`config.mk`:
```
export PLATFORM = sky130hd
export DESIGN_NAME = sector_protection_lock
export DESIGN_NICKNAME = d
export VERILOG_FILES = /design/src/design/sector_protection_lock_pkg.sv /design/src/design/flags_if.sv /design/src/design/pin_sync.sv /design/src/design/protect_flags.sv /design/src/design/sector_protection_lock.sv
export VERILOG_INCLUDE_DIRS = /design/src /design/src/design
export SDC_FILE = /design/constraint.sdc
export NUM_CORES = 1
export LEC_CHECK = 0
export BUFFER_PORTS_ARGS = -buffer_cell sky130_fd_sc_hd__buf_2
export CORE_MARGIN = 1.5
export CORE_UTILIZATION = 50
export DETAILED_ROUTE_END_ITERATION = 8
export PLACE_DENSITY = 0.7
export SLEW_MARGIN = 20
export SYNTH_ARGS = -nofsm -noshare
export SYNTH_HDL_FRONTEND = slang
export SYNTH_SLANG_ARGS = --single-unit
```
`constraint.sdc`:
```
create_clock -name clk -period 1.61 [get_ports clk]
set_clock_uncertainty 0.1 [all_clocks]
set_input_delay 0.322 -clock clk [delete_from_list [all_inputs] [get_ports clk]]
set_output_delay 0.322 -clock clk [all_outputs]
set_load 0.05 [all_outputs]
```
`src/design/sector_protection_lock_params.svh`:
```
// Constants for the sector protection lock block
`ifndef SECTOR_PROTECTION_LOCK_PARAMS_SVH
`define SECTOR_PROTECTION_LOCK_PARAMS_SVH

// ==========================================================================
// Serial opcodes
`define OP_WRITE_STATUS 8'h01
`define OP_READ_STATUS 8'h05
`define OP_READ_PROTECT 8'h3C

// ==========================================================================
// Status byte layout
`define LOCK_BIT 7
`define GLOBAL_HI 5
`define GLOBAL_LO 2
`define PIN_BIT 4
`define SUMMARY_HI 3
`define SUMMARY_LO 2
`define GLOBAL_NONE 4'h0
`define GLOBAL_ALL 4'hF

// ==========================================================================
// Summary codes
`define SUMMARY_NONE 2'h0
`define SUMMARY_SOME 2'h1
`define SUMMARY_ALL 2'h3

// ==========================================================================
// Query answers and sectors
`define QUERY_PROTECTED 8'hFF
`define QUERY_UNPROTECTED 8'h00
`define SECTOR_COUNT 16
`define ADDR_BYTE_SECTOR 2'h0
`define ADDR_BYTE_LAST 2'h2
`define BIT_LAST 3'h7

// ==========================================================================
// Reset values
`define LOCK_RESET 1'h0
`define FLAGS_RESET 16'hFFFF

`endif

```
`src/design/sector_protection_lock_pkg.sv`:
```
// Types shared by the sector protection lock design
package sector_protection_lock_pkg;
  typedef enum logic [2:0] {
    OPCODE_IN, WSR_DATA, STATUS_OUT, ADDR_IN, QUERY_OUT, IGNORE
  } state_t;
  typedef logic [7:0] byte_t;
  typedef logic [3:0] sector_t;
endpackage

```
`src/design/flags_if.sv`:
```
// Carrier between the command logic and the protection flag store
`timescale 1ns/1ps
interface flags_if;
  logic glob_set;
  logic glob_clr;
  sector_protection_lock_pkg::sector_t sector;
  logic flag;
  logic all_prot;
  logic any_prot;
  modport owner (output glob_set, output glob_clr, output sector,
    input flag, input all_prot, input any_prot);
  modport store (input glob_set, input glob_clr, input sector,
    output flag, output all_prot, output any_prot);
endinterface

```
`src/design/pin_sync.sv`:
```
// Two-stage synchroniser for asynchronous pins
`timescale 1ns/1ps
module pin_sync #(
  parameter int WIDTH = 4
) (
  input wire logic clk,
  input wire logic rst,
  input wire logic [WIDTH-1:0] din,
  output logic [WIDTH-1:0] dout
);
  genvar i;
  generate
    for (i = 0; i < WIDTH; i++)
    begin : g_bit
      logic meta_q;
      logic sync_q;
      always_ff @(posedge clk or posedge rst)
      begin
        if (rst)
        begin
          meta_q <= 1'h0;
          sync_q <= 1'h0;
        end
        else
        begin
          meta_q <= din[i];
          sync_q <= meta_q;
        end
      end
      assign dout[i] = sync_q;
    end
  endgenerate
endmodule

```
`src/design/protect_flags.sv`:
```
// Sixteen sector protection flags with registered read and summary
`timescale 1ns/1ps
`include "sector_protection_lock_params.svh"
module protect_flags (
  input wire logic clk,
  input wire logic rst,
  flags_if.store fl
);
  logic [`SECTOR_COUNT-1:0] flags_q;
  logic [`SECTOR_COUNT-1:0] flags_d;
  logic flag_q;
  logic all_q;
  logic any_q;

  always_comb
  begin
    flags_d = flags_q;
    if (fl.glob_set)
      flags_d = '1;
    else if (fl.glob_clr)
      flags_d = '0;
  end

  always_ff @(posedge clk or posedge rst)
  begin
    if (rst)
    begin
      flags_q <= `FLAGS_RESET;
      flag_q <= 1'h1;
      all_q <= 1'h1;
      any_q <= 1'h1;
    end
    else
    begin
      flags_q <= flags_d;
      flag_q <= flags_q[fl.sector];
      all_q <= &flags_q;
      any_q <= |flags_q;
    end
  end

  assign fl.flag = flag_q;
  assign fl.all_prot = all_q;
  assign fl.any_prot = any_q;
endmodule

```
`src/design/sector_protection_lock.sv`:
```
// Status write decoding, lock bit and protection query over the serial pins
`timescale 1ns/1ps
`include "sector_protection_lock_params.svh"
module sector_protection_lock (
  input wire logic clk,
  input wire logic rst,
  input wire logic cs_n,
  input wire logic sck,
  input wire logic si,
  input wire logic wp_n,
  output logic so,
  output logic so_oe,
  output logic protection_lock_bit,
  output logic [1:0] protection_summary_field
);
  // ========================================================================
  // Pin synchronisation
  logic [3:0] pins_s;
  logic cs_n_s;
  logic sck_s;
  logic si_s;
  logic wp_n_s;

  pin_sync #(.WIDTH(4)) u_sync (
    .clk(clk),
    .rst(rst),
    .din({cs_n, sck, si, wp_n}),
    .dout(pins_s)
  );
  assign cs_n_s = pins_s[3];
  assign sck_s = pins_s[2];
  assign si_s = pins_s[1];
  assign wp_n_s = pins_s[0];

  // ========================================================================
  // Flag store
  flags_if fl ();
  protect_flags u_flags (
    .clk(clk),
    .rst(rst),
    .fl(fl.store)
  );

  // ========================================================================
  // State
  sector_protection_lock_pkg::state_t state_q;
  sector_protection_lock_pkg::state_t state_d;
  logic [2:0] bit_q;
  logic [2:0] bit_d;
  logic [2:0] ocnt_q;
  logic [2:0] ocnt_d;
  sector_protection_lock_pkg::byte_t shift_q;
  sector_protection_lock_pkg::byte_t shift_d;
  logic [1:0] abyte_q;
  logic [1:0] abyte_d;
  sector_protection_lock_pkg::sector_t sector_q;
  sector_protection_lock_pkg::sector_t sector_d;
  logic sck_prev_q;
  logic so_q;
  logic so_d;
  logic so_oe_q;
  logic so_oe_d;
  logic lock_q;
  logic lock_d;
  logic glob_set_q;
  logic glob_set_d;
  logic glob_clr_q;
  logic glob_clr_d;
  logic [1:0] summary_q;
  logic [1:0] summary_d;

  // Helpers shared by the logic and the checks
  logic rise;
  logic fall;
  logic byte_done;
  logic wsr_done;
  logic hw_locked;
  logic in_status;
  logic in_query;
  sector_protection_lock_pkg::byte_t byte_in;
  sector_protection_lock_pkg::byte_t status_now;

  // ========================================================================
  // Decoding
  function automatic logic [1:0] summary_code(input logic all_p, input logic any_p);
    if (all_p)
      summary_code = `SUMMARY_ALL;
    else if (any_p)
      summary_code = `SUMMARY_SOME;
    else
      summary_code = `SUMMARY_NONE;
  endfunction

  function automatic sector_protection_lock_pkg::byte_t status_byte(
    input logic lock, input logic pin_n, input logic all_p, input logic any_p);
    status_byte = 8'h00;
    status_byte[`LOCK_BIT] = lock;
    status_byte[`PIN_BIT] = pin_n;
    status_byte[`SUMMARY_HI:`SUMMARY_LO] = summary_code(all_p, any_p);
  endfunction

  assign rise = sck_s & ~sck_prev_q;
  assign fall = ~sck_s & sck_prev_q;
  assign byte_in = {shift_q[6:0], si_s};
  assign byte_done = ~cs_n_s & rise & (bit_q == `BIT_LAST);
  assign wsr_done = byte_done & (state_q == sector_protection_lock_pkg::WSR_DATA);
  assign in_status = (state_q == sector_protection_lock_pkg::STATUS_OUT);
  assign in_query = (state_q == sector_protection_lock_pkg::QUERY_OUT);
  assign hw_locked = lock_q & ~wp_n_s;
  // Bits 4..2 come from live state and bit 5 reads zero, never from written data
  assign status_now = status_byte(lock_q, wp_n_s, fl.all_prot, fl.any_prot);

  // ========================================================================
  // Command sequencing
  always_comb
  begin
    state_d = state_q;
    bit_d = bit_q;
    ocnt_d = ocnt_q;
    shift_d = shift_q;
    abyte_d = abyte_q;
    sector_d = sector_q;
    so_d = so_q;
    so_oe_d = so_oe_q;
    lock_d = lock_q;
    glob_set_d = 1'h0;
    glob_clr_d = 1'h0;
    summary_d = summary_code(fl.all_prot, fl.any_prot);
    if (cs_n_s)
    begin
      state_d = sector_protection_lock_pkg::OPCODE_IN;
      bit_d = 3'h0;
      ocnt_d = 3'h0;
      abyte_d = 2'h0;
      so_oe_d = 1'h0;
    end
    else
    begin
      if (rise)
      begin
        shift_d = byte_in;
        bit_d = bit_q + 3'h1;
      end
      if (byte_done)
      begin
        unique case (state_q)
          sector_protection_lock_pkg::OPCODE_IN:
          begin
            if (byte_in == `OP_WRITE_STATUS)
              state_d = sector_protection_lock_pkg::WSR_DATA;
            else if (byte_in == `OP_READ_STATUS)
              state_d = sector_protection_lock_pkg::STATUS_OUT;
            else if (byte_in == `OP_READ_PROTECT)
              state_d = sector_protection_lock_pkg::ADDR_IN;
            else
              state_d = sector_protection_lock_pkg::IGNORE;
          end
          sector_protection_lock_pkg::WSR_DATA:
          begin
            // Hard lock freezes both lock bit and flags
            if (!hw_locked)
            begin
              lock_d = byte_in[`LOCK_BIT];
              // Global action only when the lock was clear before this write
              if (!lock_q)
              begin
                // Mixed patterns fall through with no action
                if (byte_in[`GLOBAL_HI:`GLOBAL_LO] == `GLOBAL_NONE)
                  glob_clr_d = 1'h1;
                else if (byte_in[`GLOBAL_HI:`GLOBAL_LO] == `GLOBAL_ALL)
                  glob_set_d = 1'h1;
              end
            end
            state_d = sector_protection_lock_pkg::IGNORE;
          end
          sector_protection_lock_pkg::ADDR_IN:
          begin
            // First address byte holds bits 23..16
            if (abyte_q == `ADDR_BYTE_SECTOR)
              sector_d = byte_in[3:0];
            abyte_d = abyte_q + 2'h1;
            if (abyte_q == `ADDR_BYTE_LAST)
              state_d = sector_protection_lock_pkg::QUERY_OUT;
          end
          sector_protection_lock_pkg::STATUS_OUT,
          sector_protection_lock_pkg::QUERY_OUT,
          sector_protection_lock_pkg::IGNORE:
          begin
          end
        endcase
      end
      if (fall && (in_status || in_query))
      begin
        so_oe_d = 1'h1;
        ocnt_d = ocnt_q + 3'h1;
        if (in_status)
          so_d = status_now[3'h7 - ocnt_q];
        else
          so_d = fl.flag;
      end
    end
  end

  always_ff @(posedge clk or posedge rst)
  begin
    if (rst)
    begin
      state_q <= sector_protection_lock_pkg::OPCODE_IN;
      bit_q <= 3'h0;
      ocnt_q <= 3'h0;
      shift_q <= 8'h00;
      abyte_q <= 2'h0;
      sector_q <= 4'h0;
      sck_prev_q <= 1'h0;
      so_q <= 1'h0;
      so_oe_q <= 1'h0;
      lock_q <= `LOCK_RESET;
      glob_set_q <= 1'h0;
      glob_clr_q <= 1'h0;
      summary_q <= `SUMMARY_ALL;
    end
    else
    begin
      state_q <= state_d;
      bit_q <= bit_d;
      ocnt_q <= ocnt_d;
      shift_q <= shift_d;
      abyte_q <= abyte_d;
      sector_q <= sector_d;
      sck_prev_q <= sck_s;
      so_q <= so_d;
      so_oe_q <= so_oe_d;
      lock_q <= lock_d;
      glob_set_q <= glob_set_d;
      glob_clr_q <= glob_clr_d;
      summary_q <= summary_d;
    end
  end

  assign fl.glob_set = glob_set_q;
  assign fl.glob_clr = glob_clr_q;
  assign fl.sector = sector_q;
  assign so = so_q;
  assign so_oe = so_oe_q;
  assign protection_lock_bit = lock_q;
  assign protection_summary_field = summary_q;

  // ========================================================================
  // Checks
  a_hw_lock_freeze: assert property (@(posedge clk) disable iff (rst)
    wsr_done && hw_locked |=> lock_q && !glob_set_q && !glob_clr_q)
    else $error("status write changed state under hard lock");

  a_soft_no_global: assert property (@(posedge clk) disable iff (rst)
    wsr_done && lock_q && wp_n_s |=> !glob_set_q && !glob_clr_q
      && lock_q == $past(byte_in[`LOCK_BIT]))
    else $error("soft lock allowed a global action");

  a_unprotect_all: assert property (@(posedge clk) disable iff (rst)
    wsr_done && !lock_q && byte_in[5:2] == 4'h0 |=> glob_clr_q ##2 !fl.any_prot)
    else $error("global unprotect did not clear the flags");

  a_protect_all: assert property (@(posedge clk) disable iff (rst)
    wsr_done && !lock_q && byte_in[5:2] == 4'hF |=> glob_set_q ##2 fl.all_prot)
    else $error("global protect did not set the flags");

  a_mixed_no_change: assert property (@(posedge clk) disable iff (rst)
    wsr_done && !lock_q && byte_in[5:2] != 4'h0 && byte_in[5:2] != 4'hF
      |=> !glob_set_q && !glob_clr_q)
    else $error("mixed pattern caused a global action");

  a_lock_held_low: assert property (@(posedge clk) disable iff (rst)
    lock_q && !wp_n_s |=> lock_q)
    else $error("lock bit fell while pin held low");

  a_cs_ends_output: assert property (@(posedge clk) disable iff (rst)
    cs_n_s |=> !so_oe_q ##1 (!so_oe_q || !cs_n_s))
    else $error("output still driven after chip select rose");

  a_query_answer: assert property (@(posedge clk) disable iff (rst)
    !cs_n_s && fall && in_query |=> so_oe_q && so_q == $past(fl.flag))
    else $error("query output does not match the sector flag");

  a_status_pin_bit: assert property (@(posedge clk) disable iff (rst)
    !cs_n_s && fall && in_status && ocnt_q == 3'h3
      |=> so_q == $past(wp_n_s))
    else $error("status bit 4 does not follow the pin");

  a_hw_lock_no_glob: assert property (@(posedge clk) disable iff (rst)
    hw_locked |=> !glob_set_q && !glob_clr_q)
    else $error("global action under hard lock");

  a_lock_from_bit7: assert property (@(posedge clk) disable iff (rst)
    wsr_done && !hw_locked |=> lock_q == $past(byte_in[`LOCK_BIT]))
    else $error("lock bit not taken from bit 7 of the write");

  a_write_00_unprotect: assert property (@(posedge clk) disable iff (rst)
    wsr_done && !lock_q && byte_in == 8'h00 |=> glob_clr_q && !lock_q)
    else $error("writing 00h did not unprotect with lock clear");

  a_write_7f_protect: assert property (@(posedge clk) disable iff (rst)
    wsr_done && !lock_q && byte_in == 8'h7F |=> glob_set_q && !lock_q)
    else $error("writing 7Fh did not protect with lock clear");

  a_write_ff_lock: assert property (@(posedge clk) disable iff (rst)
    wsr_done && !lock_q && byte_in == 8'hFF |=> glob_set_q && lock_q)
    else $error("writing FFh did not protect and lock together");

  a_write_0f_unlock: assert property (@(posedge clk) disable iff (rst)
    wsr_done && lock_q && wp_n_s && byte_in == 8'h0F
      |=> !lock_q && !glob_set_q && !glob_clr_q)
    else $error("writing 0Fh did not clear the lock alone");

  a_write_f0_lock: assert property (@(posedge clk) disable iff (rst)
    wsr_done && !lock_q && byte_in == 8'hF0
      |=> lock_q && !glob_set_q && !glob_clr_q)
    else $error("writing F0h did not set the lock alone");

  a_status_bit5_zero: assert property (@(posedge clk) disable iff (rst)
    !cs_n_s && fall && in_status && ocnt_q == 3'h2
      |=> so_q == 1'h0)
    else $error("status bit 5 shows written data");

  a_opcode_query: assert property (@(posedge clk) disable iff (rst)
    byte_done && state_q == sector_protection_lock_pkg::OPCODE_IN
      && byte_in == `OP_READ_PROTECT |=> state_q == sector_protection_lock_pkg::ADDR_IN)
    else $error("query opcode not followed by address phase");

  a_sector_pick: assert property (@(posedge clk) disable iff (rst)
    byte_done && state_q == sector_protection_lock_pkg::ADDR_IN
      && abyte_q == `ADDR_BYTE_SECTOR |=> sector_q == $past(byte_in[3:0]))
    else $error("sector not taken from the first address byte");

  a_query_entry: assert property (@(posedge clk) disable iff (rst)
    byte_done && state_q == sector_protection_lock_pkg::ADDR_IN
      && abyte_q == `ADDR_BYTE_LAST |=> in_query)
    else $error("query output not entered after the third address byte");

  a_summary_all: assert property (@(posedge clk) disable iff (rst)
    fl.all_prot |=> summary_q == `SUMMARY_ALL)
    else $error("summary does not show all sectors protected");

  a_summary_none: assert property (@(posedge clk) disable iff (rst)
    !fl.any_prot |=> summary_q == `SUMMARY_NONE)
    else $error("summary does not show no sectors protected");
endmodule

```
==> metrics.md, run 1 <==
| Metric | Value |
|---|---|
| Clock transition at the registers of the reported paths | approximately 0.1 ns |
| Die width | 57.8 um |
| Final Setup Violations | 0 |
| Antenna Violating Nets Remaining | 0 |
| Die Area | ~0.0033 mm^2 |
| RR Endpoint | protection_lock_bit |
| Rows | 19 |
| Slowest-stage cell, CP | dfrtp_1 |
| Pre-Repair DR Iteration Count | 6 |
| Worst reg2reg setup slack | 0.0007 ns |
| Die Y-Extent | 57.8 um |
| CP max stage delay | 0.38 ns |
| Fin area | 0.00189 mm^2 |
| Syn Std Cell Area | 0.00150 mm^2 |
| Post-DP HPWL | 1690 um |
| Relative slew margins | between 70% and 80% |
| Synth Area per Inst | ~12 um^2 |
| Lkg Pwr | 0.858 nW |
| Clk_lat worst skew | 0.33 ns |
| WHS Endpoint | u_sync.g_bit[2].sync_q |
| IO Count | 11 |
| Min-delay src | u_sync.g_bit[2].meta_q |
| Largest family of logic cells by synthesized area | simple AND/OR/NAND/NOR gates |
| Layout area overhead | 26.0% |
| Initial DRC Count | 24 |
| Least-Margin Pin Slew | 0.441 ns |
| Number of vias per cell | 5.48 |
| Failing checks | design-rule violations |
| Simple-gate portion of the synthesized area | 14.1% |
| Fmax | just over 600 MHz |
| Xor/xnor share of the synthesized area | 2.91% |
| Post-synthesis mux area share | 7.24% |
| RSZ-0062 raised after global routing | yes |
| Power per cell area | 1050 mW/mm^2 |
| Antenna diodes | 0 |
| Total gr overflow | 0 |
| Startpoint types | flip-flop |
| Layout cells sized above 1 | 38.2% |
| Setup crit end kind | flip-flop |
| Gr usage total | 17.6% |
| Min Hold Slack | around 0.26 ns |
| # clock sinks | 37 |
| Largest net degree at the start of global routing | 38 |
| Yosys reg bits | 37 |
| CTS buffer count | 5 |
| Outcome | complete, but fails checks |
| Tcrit/Tclk final | 100% |
| Hold depth | 0 |
| Data arrival, critical path | 1.74 ns |
| DR WL/cell | 14.3 um |
| Cell Area, Placed | 0.00165 mm^2 |
| EDFF count, synth | 0 |
| Endpoints failing hold | 0 |
| Syn Inst Count | 121 |
| Async set or reset register ratio after synthesis | 100% |
| Yosys cell types | 32 |
| Yosys warns | 0 |
| Clock Path Buffers | 2 |
| Via Count | 1003 |
| Seq/Total Area, Yosys | 62.0% |
| Routability cong. | about 0.80 |
| Drc violations | 4 |
| Global-route wire length before repair | 4350 um |
| Synth Area in Compound Gates | 7.07% |
| Drt total wl | 2620 um |
| Min Tclk post-route | 1.61 ns |
| Worst Reg-to-Reg Cells | 6 |
| Core area | 0.00281 mm^2 |
| Crit Path Max Fanout | 2 |
| CTS tree | yes |
| Vias in the first global route | between 1000 and 1500 |
| Layout net count | roughly 160 |
| Reg2reg start | bit_q[0] |
| Max Cap Viol | 0 |
| Number of port buffers | 10 |
| CP cell instances | ha_2, ha_4, nand4bb_4, nor3_4, nand3_1, a32o_1 |
| Worst Path Required | 1.74 ns |
| Initial antenna violation count | 0 |
| Slew Limit Fails | 0 |
| VDD IR-drop max | 0.827 mV |
| Synth Area in Adders | 4.16% |
| WS Path Type | flip-flop to flip-flop |
| Min-Delay Path Class | flip-flop to flip-flop |
| Net Count, Synth | 132 |
| Root buffer cell | clkbuf_4 |
| Initial Util | approximately 54% |
| H-tree Lvls | 2 |
| Synth Flop Type | dfrtp_1 |
==> metrics by stage <==
stage	std cells	total power [mW]	TNS (ns)	setup slack, ns	util, %
2_1_floorplan	121	1.24	0	0.0209	-
3_3_place_gp	167	1.33	-0.0115	-0.0115	58.8
3_5_place_dp	167	1.34	-0.265	-0.168	58.8
4_1_cts	181	2.01	-0.0106	-0.0106	64.4
5_1_grt	183	2.08	-0.242	-0.0738	67.5
6_report	183	1.99	0	0.000723	67.5
==> flip-flops by register name, indices dropped and copies added, names as in the netlist <==
name and cells:
fl.glob_set 1, fl.glob_clr 1, u_sync.g_bit.sync_q 4, sck_prev_q 1
so_oe 1, protection_summary_field 2, abyte_q 2, state_q 3
bit_q 3, u_flags.fl.flag 1, u_sync.g_bit.meta_q 4, so 1
shift_q 7, protection_lock_bit 1, u_flags.fl.all_prot 1, ocnt_q 3
u_flags.flags_q 1
==> cells by family after synthesis <==
| logic type | count (synthesis) |
|---|---|
| buffers and inverters | 10 |
| muxes | 10 |
| and+or+nand+nor | 38 |
| DFF | 37 |
| xor gates and xnor gates | 5 |
| adders and majority gates | 5 |
| AOI/OAI and AO/OA | 16 |
==> cell usage after synthesis, types with 2 or more instances <==
cell / instances / area, um^2
nand2_1: 5 / 18.8
nor2b_1: 3 / 18.8
xor2_1: 3 / 26.3
a21oi_1: 4 / 20.0
nand3_1: 5 / 25.0
nand4_1: 2 / 12.5
dfstp_2: 5 / 131
dfrtp_1: 32 / 801
clkbuf_1: 4 / 15.0
mux2i_1: 3 / 30.0
nor2_1: 12 / 45.0
mux2_2: 7 / 78.8
xnor2_1: 2 / 17.5
nor3_1: 4 / 20.0
inv_1: 6 / 22.5
o21ai_0: 4 / 20.0
ha_1: 5 / 62.6
==> worst max-delay path by stage <==
stage / end / start / cells after the start / slack [ns]
after global routing: protection_lock_bit / bit_q[0] / 6 / -0.07
after global placement: state_q[1] / bit_q[0] / 6 / -0.01
after floorplan: so / protection_lock_bit / 4 / 0.02
final: protection_lock_bit / bit_q[0] / 6 / 0.0007
after detailed placement: state_q[1] / bit_q[0] / 6 / -0.17
after CTS: protection_lock_bit / bit_q[0] / 6 / -0.01
==> placed cells by master (no fill, tap or decap), types with 5 or more instances in the layout <==
| cell type | Yosys | final |
|---|---|---|
| dfstp_2 | 5 | 5 |
| mux2_2 | 7 | 7 |
| nor2_1 | 12 | 12 |
| dlygate4sd3_1 | 0 | 5 |
| inv_1 | 6 | 6 |
| dfrtp_1 | 32 | 28 |
| buf_2 | 0 | 10 |
| buf_4 | 0 | 11 |
| clkbuf_4 | 0 | 5 |
==> power breakdown <==
| part | internal [mW] | switching (mW) |
|---|---|---|
| Sequential | 1.01 | 0.0779 |
| Clock | 0.371 | 0.282 |
| Combinational | 0.142 | 0.104 |
| Total | 1.53 | 0.464 |
==> per-layer routing <==
layer	share of wire [%]	global-route usage (%)	routed length, um
met4	2.8	8.64	73
met1	44	20.5	1160
met3	3.2	4.91	83
met2	50	29.7	1300
met5	0	0	0
==> what timing repair did <==
| item | 4_1_cts | 5_1_grt |
|---|---|---|
| setup endpoints to repair | 5 | 7 |
| hold buffers | 5 | 0 |
| buffers inserted | 1 | 2 |
| resized for setup | 3 | 16 |
| hold endpoints to repair | 36 | 0 |
| pin swaps | 1 | 5 |
==> critical path: cells and delay by family, from the launching register on <==
kind / cells / cell delay [ns]
DFF: 1 / 0.38
AOI/OAI and AO/OA: 1 / 0.22
and+or+nand+nor: 3 / 0.48
adders and majority gates: 2 / 0.34
==> final cells by class <==
class | count | area, um^2
clock buffer | 7 | 55.1
clock inverter | 1 | 30.0
fill | 215 | 911
inverter | 6 | 22.5
multi-input combinational | 74 | 617
sequential | 37 | 937
tap | 31 | 38.8
timing repair buffer | 27 | 194
Power figures use the tool's default switching activity.
==> run 2, diff against run 1 <==
--- a/config.mk
+++ b/config.mk
@@ -11,6 +11,7 @@
 export CORE_UTILIZATION = 50
 export DETAILED_ROUTE_END_ITERATION = 8
 export PLACE_DENSITY = 0.7
+export RECOVER_POWER = 25
 export SLEW_MARGIN = 20
 export SYNTH_ARGS = -nofsm -noshare
 export SYNTH_HDL_FRONTEND = slang
==> metrics.md, run 2 (synthesized netlist as in run 1, its figures left out) <==
| Metric | Value |
|---|---|
| Pre-Repair DR Iteration Count | 6 (unchanged) |
| Min-Delay Path Class | flip-flop to flip-flop |
| # clock sinks | 37 (unchanged) |
| Initial Util | 53.6% (unchanged) |
| Max Cap Viol | 0 (unchanged) |
| Setup crit end kind | flip-flop |
| Clock power frac | 32.8% (about the same) |
| Post-route setup TNS | 0 ns (unchanged) |
| Worst reg2reg setup slack | 0.0007 ns (about the same) |
| Endpoints failing hold | 0 (unchanged) |
| Die Area | 0.00335 mm^2 (unchanged) |
| Clock transition at the registers of the reported paths | 0.10 ns (about the same) |
| Gr usage total | 17.6% (unchanged) |
| Via Count | 1003 (unchanged) |
| Max reg flops | 7 (unchanged) |
| Final Setup Violations | 0 (unchanged) |
| Failing checks | design-rule violations |
| Outcome | complete, but fails checks |
| P_int | 1.53 mW (about the same) |
| Combinational power share | 12.3% (about the same) |
| Power per cell area | 1050 mW/mm^2 (about the same) |
| Layout net count | 162 (unchanged) |
| Initial antenna violation count | 0 (unchanged) |
| Drt total wl | 2610 um (about the same) |
| Number of port buffers | 10 (unchanged) |
| Relative slew margins | 48.2% (-22 points) |
| Vias in the first global route | 1029 (unchanged) |
| Clk_lat worst skew | 0.33 ns (about the same) |
| Seq pwr share | 54.9% (about the same) |
| Multi-input gate area | 617 um^2 (unchanged) |
| RR Endpoint | protection_lock_bit |
| Most frequent cells in the layout | dfrtp_1 (28), nor2_1 (12), buf_2 (11) |
| P_sw | 0.463 mW (-0.11%) |
| Tcrit/Tclk final | 100% (unchanged) |
| Post-DP HPWL | 1690 um (unchanged) |
| Antenna Violating Nets Remaining | 0 (unchanged) |
| H-tree Lvls | 2 (unchanged) |
| VDD IR-drop max | 0.827 mV (about the same) |
| DR WL/cell | 14.3 um (about the same) |
| Fmax | 621 MHz (unchanged) |
| RSZ-0062 raised after global routing | yes |
| Largest net degree at the start of global routing | 38 (unchanged) |
| CTS buffer count | 5 (unchanged) |
| Least-Margin Pin Slew | 0.777 ns (+0.336 ns) |
| Data arrival, critical path | 1.74 ns (about the same) |
| Largest Register | shift_q |
| Rows | 19 (unchanged) |
| Slew Limit Fails | 0 (unchanged) |
| Initial DRC Count | 24 (unchanged) |
| Die width | 57.8 um (unchanged) |
| Hold depth | 0 (unchanged) |
| Area occupied by registers | 937 um^2 (unchanged) |
| Layout area overhead | 25.8% |
| Clock Path Buffers | 2 (unchanged) |
| Antenna diodes | 0 (unchanged) |
| Global-route wire length before repair | 4350 um (unchanged) |
| Root buffer cell | clkbuf_4 |
| Min Tclk post-route | 1.61 ns (unchanged) |
| Reg2reg start | bit_q[0] |
| Worst Reg-to-Reg Cells | 6 (unchanged) |
| Largest regs | shift_q (7), u_sync.g_bit.meta_q (4), u_sync.g_bit.sync_q (4) |
| Total gr overflow | 0 (unchanged) |
| Fillers | 216 (+0.47%) |
| Core area | 0.00281 mm^2 (unchanged) |
| Min-delay src | u_sync.g_bit[2].meta_q |
| Drc violations | 4 (unchanged) |
| CTS tree | yes |
| Die Y-Extent | 57.8 um (unchanged) |
| Switching Fraction | 23.3% (about the same) |
| Worst Path Required | 1.74 ns (about the same) |
| IO Count | 11 (unchanged) |
| Most common cell after layout, fill and taps aside | dfrtp_1 |
| Crit Path Max Fanout | 2 (unchanged) |
| Lkg Pwr | 0.858 nW (-0.10%) |
| Layout cells sized above 1 | 38.2% (unchanged) |
| Final Core Density | 67.4% (-0.089 points) |
| Total power | 1.99 mW (about the same) |
| Routability cong. | 0.801 (unchanged) |
| WS Path Type | flip-flop to flip-flop |
| Startpoint types | flip-flop |
| WHS Endpoint | u_sync.g_bit[2].sync_q |
| Number of vias per cell | 5.48 (unchanged) |
## run 2: cell count changes in the layout (fill, tap and decap cells not counted)
cell   previous run  this run
buf_2            10        11
buf_4            11        10
## run 2: layer usage
layer / up-vias / share of wire (%) / track usage [%]
li1: 481 / - / -
met1: 495 / 44 / 20.5
met2: 19 / 50 / 29.7
met3: 8 / 3.2 / 4.91
met4: 0 / 2.8 / 8.64
met5: - / 0 / 0
## run 2: worst max path at each step
stage                             start                   to  slack [ns]  cells after the start
finish                         bit_q[0]  protection_lock_bit      0.0007                      6
floorplan           protection_lock_bit                   so        0.02                      4
global placement               bit_q[0]           state_q[1]       -0.01                      6
CTS                            bit_q[0]  protection_lock_bit       -0.01                      6
detailed placement             bit_q[0]           state_q[1]       -0.17                      6
global route                   bit_q[0]  protection_lock_bit       -0.07                      6
## run 2: power groups by stage
stage,Combinational [mW],Clock (mW),Sequential (mW)
detailed placement,0.233,0,1.11
floorplan,0.137,0,1.10
global placement,0.226,0,1.10
finish,0.245,0.653,1.09
global route,0.276,0.699,1.10
CTS,0.243,0.673,1.09
## run 2: final cells by class
class	instances	share of cell area [%]
Clock buffer	7	2.91
Timing Repair Buffer	27	10.1
Tap cell	31	2.05
Sequential cell	37	49.5
Inverter	6	1.19
Multi-Input combinational cell	74	32.6
Clock inverter	1	1.59
## run 2: worst max-delay path, cell delays in order, from the launching register on
cell and delay (ns):
dfrtp_1 0.38, ha_2 0.20, ha_4 0.14, nand4bb_4 0.16
nor3_4 0.22, nand3_1 0.10, a32o_1 0.22
## run 2: what timing repair did
item,4_1_cts,5_1_grt
pin swaps,1,5
hold buffers,5,0
gates resized for setup,3,16
hold endpoints to repair,36,0
setup endpoints to repair,5,7
buffers inserted,1,2
## run 2: per-stage QoR
step / instances / instance area, um^2 / hold slack, ns / setup WS [ns]
2_1_floorplan: 121 / 1510 / 0.231 / 0.0209
3_3_place_gp: 167 / 1650 / 0.233 / -0.0115
3_5_place_dp: 167 / 1650 / 0.236 / -0.168
4_1_cts: 181 / 1810 / 0.260 / -0.0106
5_1_grt: 183 / 1890 / 0.264 / -0.0738
6_report: 183 / 1890 / 0.258 / 0.000723
==> run 3, diff against run 2 <==
--- a/config.mk
+++ b/config.mk
@@ -6,13 +6,14 @@
 export SDC_FILE = /design/constraint.sdc
 export NUM_CORES = 1
 export LEC_CHECK = 0
-export BUFFER_PORTS_ARGS = -buffer_cell sky130_fd_sc_hd__buf_2
 export CORE_MARGIN = 1.5
 export CORE_UTILIZATION = 50
 export DETAILED_ROUTE_END_ITERATION = 8
-export PLACE_DENSITY = 0.7
+export DONT_BUFFER_PORTS = 1
+export PLACE_DENSITY = 0.67
 export RECOVER_POWER = 25
 export SLEW_MARGIN = 20
 export SYNTH_ARGS = -nofsm -noshare
 export SYNTH_HDL_FRONTEND = slang
+export SYNTH_HIERARCHICAL = 1
 export SYNTH_SLANG_ARGS = --single-unit
==> metrics.md, run 3 <==
| Metric | Value |
|---|---|
| Net Count, Synth | 142 (+7.6%) |
| Setup crit end kind | flip-flop |
| Worst Path Required | 1.79 ns (+0.05 ns) |
| Data arrival, critical path | 1.82 ns (+0.08 ns) |
| Crit Path Max Fanout | 3 (+1) |
| Power per cell area | 920 mW/mm^2 (-13%) |
| Largest net degree at the start of global routing | 17 (-55%) |
| Via Count | 1065 (+6.2%) |
| Number of port buffers | 0 (-10) |
| Reg2reg start | abyte_q[0] |
| Drc violations | 0 (-4) |
| Relative slew margins | 59.3% (+11 points) |
| Number of vias per cell | 5.30 (-3.3%) |
| Syn Std Cell Area | 0.00159 mm^2 (+5.6%) |
| Tcrit/Tclk final | 102% (+2.4 points) |
| Layout net count | 167 (+3.1%) |
| Antenna diodes | 0 (unchanged) |
| Global-route wire length before repair | 5000 um (+15%) |
| Initial DRC Count | 37 (+54%) |
| WS Path Type | flip-flop to flip-flop |
| Gr usage total | 20.2% (+2.7 points) |
| Min-delay src | u_sync/g_bit[0].meta_q |
| Vias in the first global route | 1127 (+9.5%) |
| RR Endpoint | state_q[1] |
| Hold depth | 0 (unchanged) |
| CTS buffer count | 5 (unchanged) |
| Rows | 20 (+1) |
| Initial antenna violation count | 0 (unchanged) |
| Lkg Pwr | 0.879 nW (+2.5%) |
| Min Tclk post-route | 1.65 ns (+0.0384 ns) |
| Max reg flops | 7 (unchanged) |
| DR WL/cell | 15.3 um (+7.3%) |
| Max Cap Viol | 0 (unchanged) |
| Root buffer cell | clkbuf_4 |
| Yosys warns | 6 (+6) |
| Worst Reg-to-Reg Cells | 7 (+1) |
| Most frequent cells in the layout | dfrtp_1 (29), buf_4 (23), inv_1 (10) |
| Dpl ws | -0.0893 ns (+0.0785 ns) |
| Die Area | 0.00352 mm^2 (+5.3%) |
| Outcome | complete, but fails checks |
| Antenna Violating Nets Remaining | 0 (unchanged) |
| Synth Area per Inst | 12.1 um^2 (-2.5%) |
| Endpoints failing hold | 0 (unchanged) |
| Post-DP HPWL | 2200 um (+30%) |
| Clock transition at the registers of the reported paths | 0.12 ns (+0.02 ns) |
| Slew Limit Fails | 0 (unchanged) |
| Largest regs | shift_q (7), u_sync/g_bit.meta_q (4), u_sync/g_bit.sync_q (4) |
| Drt total wl | 3080 um (+18%) |
| Routability cong. | 0.842 (+5.2%) |
| Most common cell after layout, fill and taps aside | dfrtp_1 |
| Core area | 0.00303 mm^2 (+7.9%) |
| Die Y-Extent | 59.4 um (+2.6%) |
| Pre-Repair DR Iteration Count | 4 (-2) |
| IO Count | 11 (unchanged) |
| Clk_lat worst skew | 0.35 ns (+0.02 ns) |
| Startpoint types | flip-flop |
| # clock sinks | 37 (unchanged) |
| Fillers | 216 (unchanged) |
| Largest Register | shift_q |
| Final setup slack of the worst path | -0.0377 ns (-0.0384 ns) |
| H-tree Lvls | 2 (unchanged) |
| Worst reg2reg setup slack | -0.04 ns (-0.04 ns) |
| CTS tree | yes |
| RSZ-0062 raised after global routing | yes |
| Beginning of the critical path | abyte_q[0] |
| Layout area overhead | 26.3% |
| Final Setup Violations | 10 (+10) |
| Least-Margin Pin Slew | 0.610 ns (-0.167 ns) |
| WHS Endpoint | u_sync/g_bit[0].sync_q |
| Initial Util | 52.4% (-1.2 points) |
| Clock Path Buffers | 2 (unchanged) |
| VDD IR-drop max | 0.837 mV (+1.2%) |
| Failing checks | negative setup slack |
| Final Core Density | 66.2% (-1.2 points) |
| Fmax | 607 MHz (-2.3%) |
| Min-Delay Path Class | flip-flop to flip-flop |
| Syn Inst Count | 131 (+8.3%) |
| Die width | 59.4 um (+2.6%) |
| Total gr overflow | 0 (unchanged) |
| Layout cells sized above 1 | 40.8% (+2.6 points) |
run 3: metal layers:
layer | wire (um) | vias up | global-route usage [%]
li1 | - | 505 | -
met1 | 1230 | 531 | 20.9
met2 | 1660 | 21 | 35.3
met3 | 108 | 8 | 6.77
met4 | 76 | 0 | 11.7
met5 | 0 | - | 0
run 3: how the worst max path moves through the flow:
stage / endpoint / slack (ns) / depth (start not counted)
global placement: so / -0.07 / 4
detailed placement: so / -0.09 / 4
global route: abyte_q[1] / -0.13 / 6
CTS: state_q[1] / -0.06 / 7
finish: state_q[1] / -0.04 / 7
floorplan: so / -0.07 / 6
run 3: area by class of cell:
| class | instances | area, um^2 | area share [%] |
|---|---|---|---|
| clock buffer | 5 | 37.5 | 1.87 |
| clock inverter | 3 | 22.5 | 1.12 |
| inverter | 11 | 41.3 | 2.06 |
| tap | 44 | 55.1 | 2.74 |
| timing repair buffer | 29 | 234 | 11.7 |
| sequential | 37 | 936 | 46.7 |
| multi-input combinational | 72 | 679 | 33.9 |
run 3: critical path, stage by stage (launching register included):
cell and delay, ns:
dfrtp_1 0.39, inv_2 0.06, ha_2 0.19, nand2_2 0.09, a2111oi_4 0.30, buf_4 0.18, o2111ai_1 0.12, a21oi_1 0.16
run 3: power breakdown:
group / switching (mW) / internal [mW] / total [mW]
Sequential: 0.115 / 1.01 / 1.13
Clock: 0.321 / 0.173 / 0.494
Combinational: 0.0838 / 0.138 / 0.222
run 3: timing repair:
item	CTS	global route
hold buffers	5	0
gates resized for setup	9	13
pin swaps	0	6
endpoints found under the hold margin	27	0
cloned	0	0
buffers inserted	1	2
endpoints found under the setup margin	12	17
run 3: metrics by stage:
stage / hold slack (ns) / power [mW] / std cells / area [um^2] / setup TNS, ns
CTS: 0.266 / 1.82 / 199 / 1910 / -0.289
detailed placement: 0.0664 / 1.31 / 185 / 1750 / -0.463
global placement: 0.0521 / 1.29 / 185 / 1750 / -0.205
global route: 0.277 / 1.94 / 201 / 2010 / -0.903
finish: 0.267 / 1.85 / 201 / 2010 / -0.213
floorplan: 0.0377 / 1.24 / 131 / 1620 / -0.364
